===== src/common/dpc_pkg.sv =====
package dpc_pkg;

    // ----------------------------------------------------------------
    // Sizes
    // ----------------------------------------------------------------
    localparam int DPC_CHANNELS = 2;
    localparam int DPC_COUNT_W = 8;
    localparam int DPC_SUB_W = 2;
    localparam int DPC_DUTY_W = 10;
    localparam int DPC_ADDR_W = 5;
    localparam int DPC_DATA_W = 32;
    localparam int DPC_BE_W = 4;

    // ----------------------------------------------------------------
    // Register byte offsets, one word per register, index is channel
    // ----------------------------------------------------------------
    localparam logic [1:0][4:0] DPC_OFS_CTRL = {5'h0C, 5'h00};
    localparam logic [1:0][4:0] DPC_OFS_DHI = {5'h10, 5'h04};
    localparam logic [1:0][4:0] DPC_OFS_DLO = {5'h14, 5'h08};

    // ----------------------------------------------------------------
    // Field positions
    // ----------------------------------------------------------------
    localparam int DPC_BIT_RUN = 7;
    localparam int DPC_BIT_PIN = 6;
    localparam int DPC_BIT_LEVEL = 5;
    localparam int DPC_BIT_INV = 4;
    localparam int DPC_DLO_MSB = 7;
    localparam int DPC_DLO_LSB = 6;
    localparam int DPC_BE_LANE0 = 0;

    // ----------------------------------------------------------------
    // Constants
    // ----------------------------------------------------------------
    localparam logic [DPC_COUNT_W-1:0] DPC_COUNT_ZERO = 8'h00;
    localparam logic [DPC_SUB_W-1:0] DPC_SUB_ZERO = 2'h0;
    localparam logic [DPC_SUB_W-1:0] DPC_SUB_STEP = 2'h1;
    localparam logic [DPC_DUTY_W-1:0] DPC_DUTY_ZERO = 10'h000;
    localparam logic [DPC_DUTY_W:0] DPC_QUAD_STEP = 11'h004;
    localparam logic [DPC_DATA_W-1:0] DPC_RDATA_ZERO = 32'h00000000;

    // ----------------------------------------------------------------
    // Types
    // ----------------------------------------------------------------
    typedef enum logic [1:0] {
        DPC_BUS_IDLE = 2'b01,
        DPC_BUS_ACK = 2'b10
    } dpc_bus_e_t;

    typedef struct packed {
        logic [DPC_COUNT_W-1:0] count;
        logic [DPC_COUNT_W-1:0] limit;
        logic tick;
    } dpc_timer_t;

    typedef struct packed {
        logic [DPC_CHANNELS-1:0] drive;
        logic [DPC_CHANNELS-1:0] enable;
    } dpc_pins_t;

    typedef struct packed {
        dpc_bus_e_t bus;
        logic waitReq;
        logic [DPC_DATA_W-1:0] rdata;
        logic [DPC_CHANNELS-1:0] runEnable;
        logic [DPC_CHANNELS-1:0] pinDriveEnable;
        logic [DPC_CHANNELS-1:0] invertSelect;
        logic [DPC_CHANNELS-1:0][7:0] dutyHigh;
        logic [DPC_CHANNELS-1:0][1:0] dutyLow;
        logic [DPC_CHANNELS-1:0][DPC_DUTY_W-1:0] dutyBuf;
        logic [DPC_CHANNELS-1:0] raw;
        logic [DPC_CHANNELS-1:0] level;
        dpc_pins_t pins;
        logic [DPC_SUB_W-1:0] sub;
        logic [DPC_COUNT_W-1:0] prevCount;
    } dpc_state_t;

endpackage


===== src/hdl/dpc_pwm.sv =====
`timescale 1ns/1ps

// Summary of operation
// Channel modulates only while its run enable bit 7 is one.
// Pin is driven with the waveform only while pin drive enable bit 6 is one.
// Bit 5 reads back the output level, ignores writes, is zero after reset.
// Polarity bit 4 zero gives active-high output, one gives inverted output.
// Control bits 3 to 0 read zero and ignore writes.
// Duty high register supplies the eight upper duty bits.
// Duty low bits 7:6 give the two lower duty bits; others read zero.
// All implemented control bits clear on every reset.
// Duty high and low registers keep their contents through reset.
// Output sets when the period counter clears, clears on time base match.
// Duty at or beyond the full period never clears the output.
// Duty registers are copied into the compare buffer only at period wrap.
// Time base is the period counter extended by two prescaled-clock bits.
// Two independent channels share one period counter and period limit.
// A disabled channel sits at its inactive level, shown on readback.
module dpc_pwm (
    // Clock and reset
    input wire logic mclk,
    input wire logic reset,
    // Avalon-MM slave
    input wire logic [dpc_pkg::DPC_ADDR_W-1:0] address,
    input wire logic read,
    input wire logic write,
    input wire logic [dpc_pkg::DPC_BE_W-1:0] byteenable,
    input wire logic [dpc_pkg::DPC_DATA_W-1:0] writedata,
    output logic [dpc_pkg::DPC_DATA_W-1:0] readdata,
    output logic waitrequest,
    // Shared period counter and limit
    input wire dpc_pkg::dpc_timer_t timer,
    // Channel pins
    output dpc_pkg::dpc_pins_t pins
);
    import dpc_pkg::*;

    dpc_state_t state_q;
    dpc_state_t state_d;
    logic busAck;
    logic regWrite;
    logic wrap;
    logic [DPC_SUB_W-1:0] tickStep;
    logic [DPC_SUB_W-1:0] subNext;
    logic [DPC_DUTY_W:0] periodQuads;
    logic [DPC_DUTY_W-1:0] timeBase;
    logic [DPC_CHANNELS-1:0] runNext;
    logic [DPC_CHANNELS-1:0] pinNext;
    logic [DPC_CHANNELS-1:0] invNext;
    logic [DPC_CHANNELS-1:0][7:0] dutyHighNext;
    logic [DPC_CHANNELS-1:0][1:0] dutyLowNext;
    logic [DPC_CHANNELS-1:0][DPC_DUTY_W-1:0] dutyBufNext;
    logic [DPC_CHANNELS-1:0] rawNext;
    logic [DPC_CHANNELS-1:0] levelNext;
    logic [DPC_CHANNELS-1:0] driveNext;
    logic [DPC_CHANNELS-1:0] enableNext;

    // ----------------------------------------------------------------
    // Write strobe
    // ----------------------------------------------------------------
    // Writes commit on the edge that completes the transfer, so a
    // request held during the wait cycle is applied only once.
    assign busAck = state_q.bus == DPC_BUS_ACK;
    assign regWrite = busAck && write && byteenable[DPC_BE_LANE0];

    // ----------------------------------------------------------------
    // Shared time base
    // ----------------------------------------------------------------
    // Wrap is seen as the counter landing on zero from a nonzero
    // value; a limit of zero therefore never produces a wrap.
    assign wrap = (timer.count == DPC_COUNT_ZERO)
        && (state_q.prevCount != DPC_COUNT_ZERO);
    assign tickStep = state_q.sub + DPC_SUB_STEP;
    assign subNext = wrap ? DPC_SUB_ZERO : (timer.tick ? tickStep : state_q.sub);
    assign timeBase = {timer.count, subNext};
    assign periodQuads = {1'b0, timer.limit, DPC_SUB_ZERO} + DPC_QUAD_STEP;

    // ----------------------------------------------------------------
    // Channel lanes
    // ----------------------------------------------------------------
    // Both lanes depend only on registered state, bus and timer inputs, so no
    // combinational path loops back through the next-state process.
    for (genvar ch = 0; ch < DPC_CHANNELS; ch++) begin : g_chan
        dpc_reg_lane #(
            .CTRL_OFS(DPC_OFS_CTRL[ch]),
            .DHI_OFS(DPC_OFS_DHI[ch]),
            .DLO_OFS(DPC_OFS_DLO[ch])
        ) regs (
            .regWrite(regWrite),
            .address(address),
            .wrByte(writedata[7:0]),
            .runCur(state_q.runEnable[ch]),
            .pinCur(state_q.pinDriveEnable[ch]),
            .invCur(state_q.invertSelect[ch]),
            .dutyHighCur(state_q.dutyHigh[ch]),
            .dutyLowCur(state_q.dutyLow[ch]),
            .runNext(runNext[ch]),
            .pinNext(pinNext[ch]),
            .invNext(invNext[ch]),
            .dutyHighNext(dutyHighNext[ch]),
            .dutyLowNext(dutyLowNext[ch])
        );

        dpc_wave_lane wave (
            .wrap(wrap),
            .timeBase(timeBase),
            .periodQuads(periodQuads),
            .run(runNext[ch]),
            .invert(invNext[ch]),
            .pin(pinNext[ch]),
            .dutyHigh(dutyHighNext[ch]),
            .dutyLow(dutyLowNext[ch]),
            .dutyBufCur(state_q.dutyBuf[ch]),
            .rawCur(state_q.raw[ch]),
            .dutyBufNext(dutyBufNext[ch]),
            .rawNext(rawNext[ch]),
            .levelNext(levelNext[ch]),
            .driveNext(driveNext[ch]),
            .enableNext(enableNext[ch])
        );
    end

    // ----------------------------------------------------------------
    // Register read mux
    // ----------------------------------------------------------------
    function automatic logic [DPC_DATA_W-1:0] readReg(
        input logic [DPC_ADDR_W-1:0] a,
        input dpc_state_t q
    );
        logic [DPC_DATA_W-1:0] r;
        r = DPC_RDATA_ZERO;
        for (int ch = 0; ch < DPC_CHANNELS; ch++) begin
            if (a == DPC_OFS_CTRL[ch]) begin
                // Low nibble stays zero
                r[DPC_BIT_RUN] = q.runEnable[ch];
                r[DPC_BIT_PIN] = q.pinDriveEnable[ch];
                r[DPC_BIT_LEVEL] = q.level[ch];
                r[DPC_BIT_INV] = q.invertSelect[ch];
            end
            if (a == DPC_OFS_DHI[ch]) begin
                r[7:0] = q.dutyHigh[ch];
            end
            if (a == DPC_OFS_DLO[ch]) begin
                r[DPC_DLO_MSB:DPC_DLO_LSB] = q.dutyLow[ch];
            end
        end
        return r;
    endfunction

    // ----------------------------------------------------------------
    // Next state
    // ----------------------------------------------------------------
    always_comb begin
        state_d = state_q;

        // Bus: one wait cycle, then a single cycle with waitrequest low.
        case (state_q.bus)
            DPC_BUS_IDLE: begin
                if (read || write) begin
                    state_d.bus = DPC_BUS_ACK;
                    state_d.waitReq = 1'b0;
                    state_d.rdata = read ? readReg(address, state_q) : DPC_RDATA_ZERO;
                end
            end
            DPC_BUS_ACK: begin
                state_d.bus = DPC_BUS_IDLE;
                state_d.waitReq = 1'b1;
                state_d.rdata = DPC_RDATA_ZERO;
            end
            default: begin
                state_d.bus = DPC_BUS_IDLE;
                state_d.waitReq = 1'b1;
                state_d.rdata = DPC_RDATA_ZERO;
            end
        endcase

        // ------------------------------------------------------------
        // Registers and waveform from the lanes
        // ------------------------------------------------------------
        state_d.runEnable = runNext;
        state_d.pinDriveEnable = pinNext;
        state_d.invertSelect = invNext;
        state_d.dutyHigh = dutyHighNext;
        state_d.dutyLow = dutyLowNext;
        state_d.dutyBuf = dutyBufNext;
        state_d.raw = rawNext;
        state_d.level = levelNext;
        state_d.pins.drive = driveNext;
        state_d.pins.enable = enableNext;
        state_d.sub = subNext;
        state_d.prevCount = timer.count;

        // ------------------------------------------------------------
        // Reset: duty registers ride through, waitrequest rises, everything else clears
        // ------------------------------------------------------------
        if (reset) begin
            state_d.bus = DPC_BUS_IDLE;
            state_d.waitReq = 1'b1;
            state_d.rdata = DPC_RDATA_ZERO;
            state_d.runEnable = '0;
            state_d.pinDriveEnable = '0;
            state_d.invertSelect = '0;
            state_d.dutyHigh = state_q.dutyHigh;
            state_d.dutyLow = state_q.dutyLow;
            state_d.dutyBuf = '0;
            state_d.raw = '0;
            state_d.level = '0;
            state_d.pins = '0;
            state_d.sub = DPC_SUB_ZERO;
            state_d.prevCount = DPC_COUNT_ZERO;
        end
    end

    always_ff @(posedge mclk) begin
        state_q <= state_d;
    end

    // ----------------------------------------------------------------
    // Outputs
    // ----------------------------------------------------------------
    assign readdata = state_q.rdata;
    assign waitrequest = state_q.waitReq;
    assign pins = state_q.pins;

endmodule

// ----------------------------------------------------------------
// Register lane: one channel's control and duty registers
// ----------------------------------------------------------------
module dpc_reg_lane #(
    parameter logic [dpc_pkg::DPC_ADDR_W-1:0] CTRL_OFS = '0,
    parameter logic [dpc_pkg::DPC_ADDR_W-1:0] DHI_OFS = '0,
    parameter logic [dpc_pkg::DPC_ADDR_W-1:0] DLO_OFS = '0
) (
    // Completed write on the register bus
    input wire logic regWrite,
    input wire logic [dpc_pkg::DPC_ADDR_W-1:0] address,
    input wire logic [7:0] wrByte,
    // Register contents now
    input wire logic runCur,
    input wire logic pinCur,
    input wire logic invCur,
    input wire logic [7:0] dutyHighCur,
    input wire logic [1:0] dutyLowCur,
    // Register contents after this edge
    output logic runNext,
    output logic pinNext,
    output logic invNext,
    output logic [7:0] dutyHighNext,
    output logic [1:0] dutyLowNext
);
    import dpc_pkg::*;

    logic ctrlHit;
    logic dhiHit;
    logic dloHit;

    assign ctrlHit = regWrite && (address == CTRL_OFS);
    assign dhiHit = regWrite && (address == DHI_OFS);
    assign dloHit = regWrite && (address == DLO_OFS);

    always_comb begin
        runNext = runCur;
        pinNext = pinCur;
        invNext = invCur;
        dutyHighNext = dutyHighCur;
        dutyLowNext = dutyLowCur;
        if (ctrlHit) begin
            // Readback bit and low nibble are not stored
            runNext = wrByte[DPC_BIT_RUN];
            pinNext = wrByte[DPC_BIT_PIN];
            invNext = wrByte[DPC_BIT_INV];
        end
        if (dhiHit) begin
            dutyHighNext = wrByte;
        end
        if (dloHit) begin
            dutyLowNext = wrByte[DPC_DLO_MSB:DPC_DLO_LSB];
        end
    end

endmodule

// ----------------------------------------------------------------
// Waveform lane: duty buffer, set and clear of one channel
// ----------------------------------------------------------------
// The duty pair is only sampled at wrap; software that writes one
// half late gets a mixed value for a whole period.
module dpc_wave_lane #(
    parameter int HI_W = 8,
    parameter int LO_W = 2,
    parameter int DUTY_W = HI_W + LO_W
) (
    // Shared time base
    input wire logic wrap,
    input wire logic [DUTY_W-1:0] timeBase,
    input wire logic [DUTY_W:0] periodQuads,
    // Channel settings after any write at this edge
    input wire logic run,
    input wire logic invert,
    input wire logic pin,
    input wire logic [HI_W-1:0] dutyHigh,
    input wire logic [LO_W-1:0] dutyLow,
    // Current waveform state
    input wire logic [DUTY_W-1:0] dutyBufCur,
    input wire logic rawCur,
    // Next waveform state
    output logic [DUTY_W-1:0] dutyBufNext,
    output logic rawNext,
    output logic levelNext,
    output logic driveNext,
    output logic enableNext
);
    import dpc_pkg::*;

    logic [DUTY_W-1:0] loadValue;
    logic fullDuty;
    logic baseMatch;

    assign loadValue = {dutyHigh, dutyLow};

    always_comb begin
        dutyBufNext = dutyBufCur;
        rawNext = rawCur;
        if (wrap) begin
            dutyBufNext = loadValue;
        end
        fullDuty = {1'b0, dutyBufNext} >= periodQuads;
        baseMatch = timeBase == dutyBufNext;
        if (!run) begin
            rawNext = 1'b0;
        end else if (wrap) begin
            // Zero duty stays inactive through the wrap
            rawNext = dutyBufNext != '0;
        end else if (baseMatch && !fullDuty) begin
            rawNext = 1'b0;
        end
        levelNext = rawNext ^ invert;
        driveNext = pin & levelNext;
        enableNext = pin;
    end

endmodule


===== config.mk =====
export PLATFORM = sky130hd
export DESIGN_NAME = dpc_pwm
export DESIGN_NICKNAME = d
export VERILOG_FILES = /design/src/common/dpc_pkg.sv /design/src/hdl/dpc_pwm.sv
export SDC_FILE = /design/constraint.sdc
export NUM_CORES = 1
export LEC_CHECK = 0
export BUFFER_PORTS_ARGS = -buffer_cell sky130_fd_sc_hd__buf_2
export CAP_MARGIN = 25
export CORE_AREA = 2 2 135 71
export DETAILED_ROUTE_END_ITERATION = 12
export DIE_AREA = 0 0 137 73
export GPL_ROUTABILITY_DRIVEN = 1
export PLACE_DENSITY = 0.76
export SYNTH_ARGS = -nofsm -noshare
export SYNTH_HDL_FRONTEND = slang
export SYNTH_SLANG_ARGS = --single-unit

===== constraint.sdc =====
create_clock -name mclk -period 3.4 [get_ports mclk]
set_clock_uncertainty 0.05 [all_clocks]
set_input_delay 0.34 -clock mclk [delete_from_list [all_inputs] [get_ports mclk]]
set_output_delay 0.34 -clock mclk [all_outputs]
set_load 0.005 [all_outputs]

==> results of run 1 <==
==> critical path, cell delays in order (launching register included) <==
cell and delay (ns):
dfxtp_1 0.30, or4_4 0.54, o211a_4 0.28, buf_12 0.14, buf_6 0.11, buf_4 0.12, nor2_1 0.12, a21o_1 0.13
inv_1 0.07, ha_1 0.33, o2111ai_2 0.08, a21oi_1 0.07, o21a_1 0.23, nor4_2 0.28, buf_4 0.19, a21oi_4 0.08
mux2_4 0.31
==> what timing repair did <==
action / CTS / global route
gates resized for setup: 42 / 30
setup endpoints to repair: 6 / 6
pin swaps: 29 / 23
gates cloned: 1 / 0
buffers inserted: 18 / 6
==> registers in the layout, summed over array words and instances, names as in the netlist, named ones only <==
name,cells
pins,4
readdata,8
state_q,58
==> worst max-delay path by stage <==
stage                     cells after the start        from  slack [ns]           to
after floorplan                              14  address[2]       -0.25  state_q[16]
after global placement                       16  address[1]       -0.46  state_q[16]
after detailed placement                     16  address[1]       -0.55  state_q[16]
after CTS                                    16  address[3]       -0.07  state_q[16]
after global routing                         16  state_q[6]       -0.26  state_q[15]
final                                        16  state_q[6]       -0.16  state_q[15]
==> where the power goes <==
part           internal, uW  switching (uW)  total (uW)
registers               910            23.8         934
clock network           666             396        1060
logic                   120             153         273
==> per-stage QoR <==
stage	utilization [%]	total power (uW)	worst slack, ns
floorplan	-	1085	-0.2529
global placement	56.06	1170	-0.4554
detailed placement	56.06	1175	-0.5525
CTS	63.69	2244	-0.07450
global route	66.08	2327	-0.2584
finish	66.08	2269	-0.1604
==> metal layers <==
layer	up-vias	share of wire (%)	wire length (um)	track usage, %
met1	1926	45	6358	40.90
li1	1823	-	-	-
met5	-	0	0	0
met3	16	13	1797	11.74
met4	0	1.3	182	8.477
met2	218	41	5861	37.92
==> cells by family after synthesis <==
group	after synthesis
compound gates	65
xor+xnor	23
fa+ha+maj	17
buf+inv	76
flops	72
mux	39
other cells	1
simple gates	163
==> area by class of cell <==
cell class | instances | area share [%]
repair buffers | 148 | 18.24
clock inverters | 6 | 1.534
multi-input cells | 331 | 44.56
inverters | 24 | 1.513
well taps | 121 | 2.543
flip-flops and latches | 72 | 27.60
clock buffers | 10 | 4.014
==> cell usage in the layout (no fill, tap or decap), types with 9 or more instances in the layout <==
cell,count
conb_1,24
xnor2_1,13
nand2_1,19
xor2_1,10
nor2_1,45
edfxtp_1,20
buf_2,45
dfxtp_1,51
a21oi_1,14
mux2i_1,16
inv_1,20
nor2b_1,9
ha_4,9
buf_4,91
nor3_1,15
clkbuf_16,9
==> impl_results.md, run 1 <==
* Post-synth EDFFs at 20
* Unrepaired setup endpoints after global routing: true
* GR Overflow Total at 0
* Number of rows created at floorplan at 25
* Area of the placeable core at 9009 um2
* Total detailed-routing wirelength at 14200 um
* Setup slack on the worst flop-to-flop path at -0.16 ns
* Min Hold Slack at 0.3230 ns
* Largest family of logic cells by synthesized area: simple AND/OR/NAND/NOR gates
* Worst-case reg-to-reg path depth at 16
* Kind of critical path: reg -> reg
* Peak supply drop at 0.2701 mV
* Worst R2R Start: state_q[6]
* Fin nets at 665
* Number of max-slew violations in the final report at 0
* Initial detailed-routing violation count at 513
* Total power density per cell area at between 300 and 400 nW/um2
* Signed area change from the synthesized netlist to the final layout at 40.02%
* Final count of negative-setup-slack endpoints at 6
* Cell types occupying the most area after synthesis: dfxtp_1, edfxtp_1, buf_4
* Count of nets left with antenna violations after detail routing at 0
* CP arrival at 3.75 ns
* Leakage power total at 0.002563 uW
* Hold Path Cell Cnt at 3
* Ratio of final minimum period to clock period at 104.7%
* Total CTS buffers at 9
* Total cell area at the placement stage at 5050 um2
* DPL Wire Length at around 10000 um
* Violations in the final reports: negative setup slack
* Reg2reg end: state_q[15]
* Peak fanout along the critical path at 6
* Latest clock arrival within the worst-skew pair at around 0.35 ns
* Clock tree from TritonCTS: done
* Post-route setup TNS at -0.4839 ns
* Total global routing track utilization at 28.29%
* Most frequently used flop master after synthesis: dfxtp_1
* Worst EP required at 3.59 ns
* Fraction of the mapped netlist area in simple logic gates at 20.95%
* Synth top cells by count: dfxtp_1, nor2_1, buf_4, inv_1, mux2i_1
* Number of distinct library cells after synthesis at 61
* Origin of the worst min-delay path: timer[12]
* Layout cell share with drive strength beyond 1 at 40.10%
* Fill cells at slightly below 700
* Deepest clock path buffer count at 2
* Wire length of the first global-routing pass at around 20000 um
* Clock period minus final worst setup slack at 3.560 ns
* Maximum number of pins on one net before global-route repair at 37
* GP Congestion at 0.9836
* Post-Synth XOR/XNOR Area at 4.738%
* H-tree level count at 3
* Number of iterations in the first detailed-routing pass at 5
* Vertical die dimension at 73 um
* Endpoint class of the critical path: flop
* Async set-or-reset flop fraction in the synthesized netlist at 0%
* Number of antenna violations at the first check in global routing at 0
* DR vias/cell at 5.594
* Outcome: finished, violations left
* Floorplan die width at approximately 140 um
* Share of the synthesized area in compound gates (AO/OA/AOI/OAI) at between 10% and 20%
* Yosys synthesis warning count at 0
* Initial cell density of the core at 47.19%
* Total count of hold-check failures in the final report at 0
* Die ar. at around 10000 um2
* Syn Area/Cell at 9.324 um2
* WHS Endpoint: state_q[3]
* Max-cap check violation count at 0
* Cell chosen for the clock root: clkbuf_16
* Seq/Total Area, Yosys at about 39%
* Upper clock frequency limit at 280.9 MHz
* Total non-filler cell area in the finished layout at about 6000 um2
* Share of the synthesized area in the top cell type at ~24%
* IO Port Bufs at 47
* Top-Level Pins at 99
* Routed wirelength normalized by instance count at 19.94 um
* Remaining max-slew budget at the tightest pin at between 50% and 60%
* Sequential cell area in the final layout at about 1600 um2
* Syn Inst Count at 456
* Diode insertion count for antenna repair at 0
* Path category of the worst min-delay check: in -> reg
* Clk sink count at 72
* Flip-flop and latch count after synthesis at 72
* Worst path setup slack after routing at -0.1604 ns
* Non-filler instance count after layout at 712
* Total placed cells including tap cells at approximately 670
* Post-synthesis share of cell area spent on full adders, half adders and majority gates at 5.003%
* Share of cell area taken by muxes after synthesis at 9.770%
* Actual transition at the worst max-transition pin at 0.5880 ns
* Type of element launching the critical path: flop
* Cts hold-fix bufs at 0
* Area of the mapped netlist at between 4000 and 5000 um2
* Via count at 3983
* Reg clk slew, reported paths at 0.06 ns
* Area of the multi-input gates at between 2000 and 3000 um2
* Most instantiated library cell after synthesis: dfxtp_1
* Number of remaining DRC errors at 0
* Dominant cell type by area after synthesis: dfxtp_1
* Via count of the first global-routing pass at around 3600
(Power assumes the default switching activity.)
==> inputs of run 2 (changes only) <==
--- a/config.mk
+++ b/config.mk
@@ -7,11 +7,12 @@
 export LEC_CHECK = 0
 export BUFFER_PORTS_ARGS = -buffer_cell sky130_fd_sc_hd__buf_2
 export CAP_MARGIN = 25
-export CORE_AREA = 2 2 135 71
+export CORE_AREA = 2 2 139 73
 export DETAILED_ROUTE_END_ITERATION = 12
-export DIE_AREA = 0 0 137 73
+export DIE_AREA = 0 0 141 75
 export GPL_ROUTABILITY_DRIVEN = 1
 export PLACE_DENSITY = 0.76
 export SYNTH_ARGS = -nofsm -noshare
 export SYNTH_HDL_FRONTEND = slang
+export SYNTH_HIERARCHICAL = 1
 export SYNTH_SLANG_ARGS = --single-unit
==> impl_results.md, run 2 <==
* Fill cells at 742
* Initial cell density of the core at 49.43%
* GR Overflow Total at 0
* Cts hold-fix bufs at 0
* Endpoint class of the critical path: flop
* Number of distinct library cells after synthesis at 63
* Floorplan die width at 141 um
* Actual transition at the worst max-transition pin at about 0.79 ns
* Layout cell share with drive strength beyond 1 at 34.81%
* H-tree level count at 3
* Post-synthesis share of cell area spent on full adders, half adders and majority gates at 5.722%
* Total power density per cell area at 382.7 nW/um2
* Top register by number of flip-flops: state_q
* Non-filler instance count after layout at around 660
* Async set-or-reset flop fraction in the synthesized netlist at 0%
* Area of the placeable core at 9290 um2
* Dominant cell type by area after synthesis: dfxtp_1
* Number of antenna violations at the first check in global routing at 0
* Most frequently used flop master after synthesis: dfxtp_1
* Cell chain of the critical path: and4b_1 > nor4b_4 > nand2_4 > mux2_4 > mux2_2 > ha_4 > and4b_1 > a2111oi_2 > nand4_1 > buf_6 > mux2i_2 > nand3_1 > nor2b_1
* Post-route setup TNS at -0.007691 ns
* Area of the mapped netlist at 4592 um2
* Total non-filler cell area in the finished layout at 5568 um2
* IO Port Bufs at between 40 and 50
* DPL Wire Length at 7905 um
* Largest family of logic cells by synthesized area: simple AND/OR/NAND/NOR gates
* Delay of the slowest cell on the worst path at 0.39 ns
* Routed wirelength normalized by instance count at ~17 um
* Fraction of the mapped netlist area in simple logic gates at 18.50%
* Flip-flop count of the largest register, all copies and words added at a little over 60
* Delay-heaviest family, CP: simple AND/OR/NAND/NOR gates
* Total cell area at the placement stage at 5034 um2
* Worst path setup slack after routing at -0.007691 ns
* Syn Area/Cell at 10.14 um2
* Slowest-stage cell, CP: a2111oi_2
* Upper clock frequency limit at between 200 and 300 MHz
* Die ar. at around 11000 um2
* CP arrival at 3.57 ns
* Synth top cells by count: dfxtp_1, nor2b_1, inv_1, buf_4, mux2_2
* Sequential cell area in the final layout at around 1700 um2
* Share of cell area taken by muxes after synthesis at roughly an eighth
* DR vias/cell at 5.256
* Diode insertion count for antenna repair at 0
* Clk sink count at 74
* Maximum number of pins on one net before global-route repair at 46
* Ratio of final minimum period to clock period at 100.2%
* Max-cap check violation count at 0
* Most frequent cells in the layout: dfxtp_1, nor2b_1, buf_2, buf_4, inv_1
* Type of element launching the critical path: flop
* Worst EP required at 3.56 ns
* Leakage power total at roughly 0.0025 uW
* Most instantiated library cell after synthesis: dfxtp_1
* Count of nets left with antenna violations after detail routing at 0
* Wire length of the first global-routing pass at 16680 um
* Number of iterations in the first detailed-routing pass at 4
* Worst Path Buf+Inv at 1
* Clock tree from TritonCTS: done
* Path category of the worst min-delay check: in -> reg
* Syn Inst Count at 453
* Share of the core filled with cells at about 60%
* Violations in the final reports: negative setup slack
* Latest clock arrival within the worst-skew pair at 0.34 ns
* Unrepaired setup endpoints after global routing: true
* Crit-path most repeated cell: and4b_1
* Share of the synthesized area in the top cell type at 23.54%
* Total global routing track utilization at 20.93%
* Cell types occupying the most area after synthesis: dfxtp_1, edfxtp_1, mux2_2
* Fin nets at 618
* Flip-flop and latch count after synthesis at 74
* Final count of negative-setup-slack endpoints at 1
* Post-synth EDFFs at 20
* Seq/Total Area, Yosys at 36.62%
* Kind of critical path: reg -> reg
* Total detailed-routing wirelength at 11060 um
* Peak fanout along the critical path at 8
* Total CTS buffers at 9
* Via count of the first global-routing pass at 3203
* Post-Synth XOR/XNOR Area at 5.504%
* Most common cell after layout, fill and taps aside: dfxtp_1
* Yosys synthesis warning count at 6
* Vertical die dimension at approximately 75 um
* Peak supply drop at 0.2396 mV
* Via count at 3474
* DP Worst Slack at -0.1812 ns
* Number of remaining DRC errors at 0
* Clock period minus final worst setup slack at 3.408 ns
* Signed area change from the synthesized netlist to the final layout at 21.25%
* Reg clk slew, reported paths at about 0.06 ns
* Outcome: finished, violations left
* Initial detailed-routing violation count at 255
* Share of the synthesized area in compound gates (AO/OA/AOI/OAI) at 9.537%
* Total placed cells including tap cells at 639
* GP Congestion at 0.8981
* Remaining max-slew budget at the tightest pin at 47.21%
* Number of rows created at floorplan at 25
* Total count of hold-check failures in the final report at 0
* Cell chosen for the clock root: clkbuf_16
* Number of max-slew violations in the final report at 0
* Area of the multi-input gates at 2698 um2
* Top-Level Pins at 99
* Deepest clock path buffer count at 2
-- run 2: changes by cell type in the layout (fill, tap and decap cells not counted), moves of 7 or more --
cell     change
nor2b_1     +42
and2_1       -7
ha_1         +8
inv_1       +17
buf_4       -46
nor2_1      -32
nand2_1      -8
mux2i_1      -8
nor3_1      -12
mux2_2      +14
or3_1        -7
-- run 2: routing by layer --
layer	global-route usage [%]	wire length, um
met1	28.53	5297
met2	32.74	4833
met3	6.234	747
met4	6.333	178
met5	0	0
-- run 2: area by class of cell --
class / instances / area share, %
clock buffers: 10 / 4.112
repair buffers: 94 / 10.85
inverters: 39 / 2.629
clock inverters: 6 / 1.034
multi-input cells: 317 / 48.45
well taps: 121 / 2.719
flip-flops and latches: 74 / 30.20
-- run 2: stage by stage --
| stage | total power, uW | hold slack (ns) |
|---|---|---|
| after floorplan | 1119 | 0.4182 |
| after detailed placement | 1198 | 0.4798 |
| after CTS | 2128 | 0.2673 |
| after global routing | 2210 | 0.2735 |
| after global placement | 1191 | 0.4895 |
| final | 2131 | 0.2733 |
-- run 2: cell families after synthesis --
family | Yosys count
xor gates and xnor gates | 28
AOI/OAI and AO/OA | 56
and+or+nand+nor | 133
buffers and inverters | 89
DFF | 74
other | 1
adders and majority gates | 21
muxes | 51
-- run 2: timing repair --
item / in CTS / in global routing
gates resized for setup: 5 / 33
pin swaps: 3 / 14
cloned: 0 / 0
endpoints found under the setup margin: 5 / 6
setup buffers: 3 / 3
-- run 2: report_power, final --
| part | internal, uW | switching, uW | leakage [uW] |
|---|---|---|---|
| clock network | 563 | 360 | 0.000144 |
| registers | 934 | 14.9 | 0.000634 |
| logic | 113 | 146 | 0.00172 |
-- run 2: worst paths after layout --
check               from           to  slack [ns]  cells past startpoint
max          state_q[97]  state_q[15]      -0.008                     13
min            timer[15]   state_q[6]        0.27                      2
max reg2reg  state_q[97]  state_q[15]      -0.008                     13
min reg2reg  readdata[5]  readdata[5]        0.50                      2
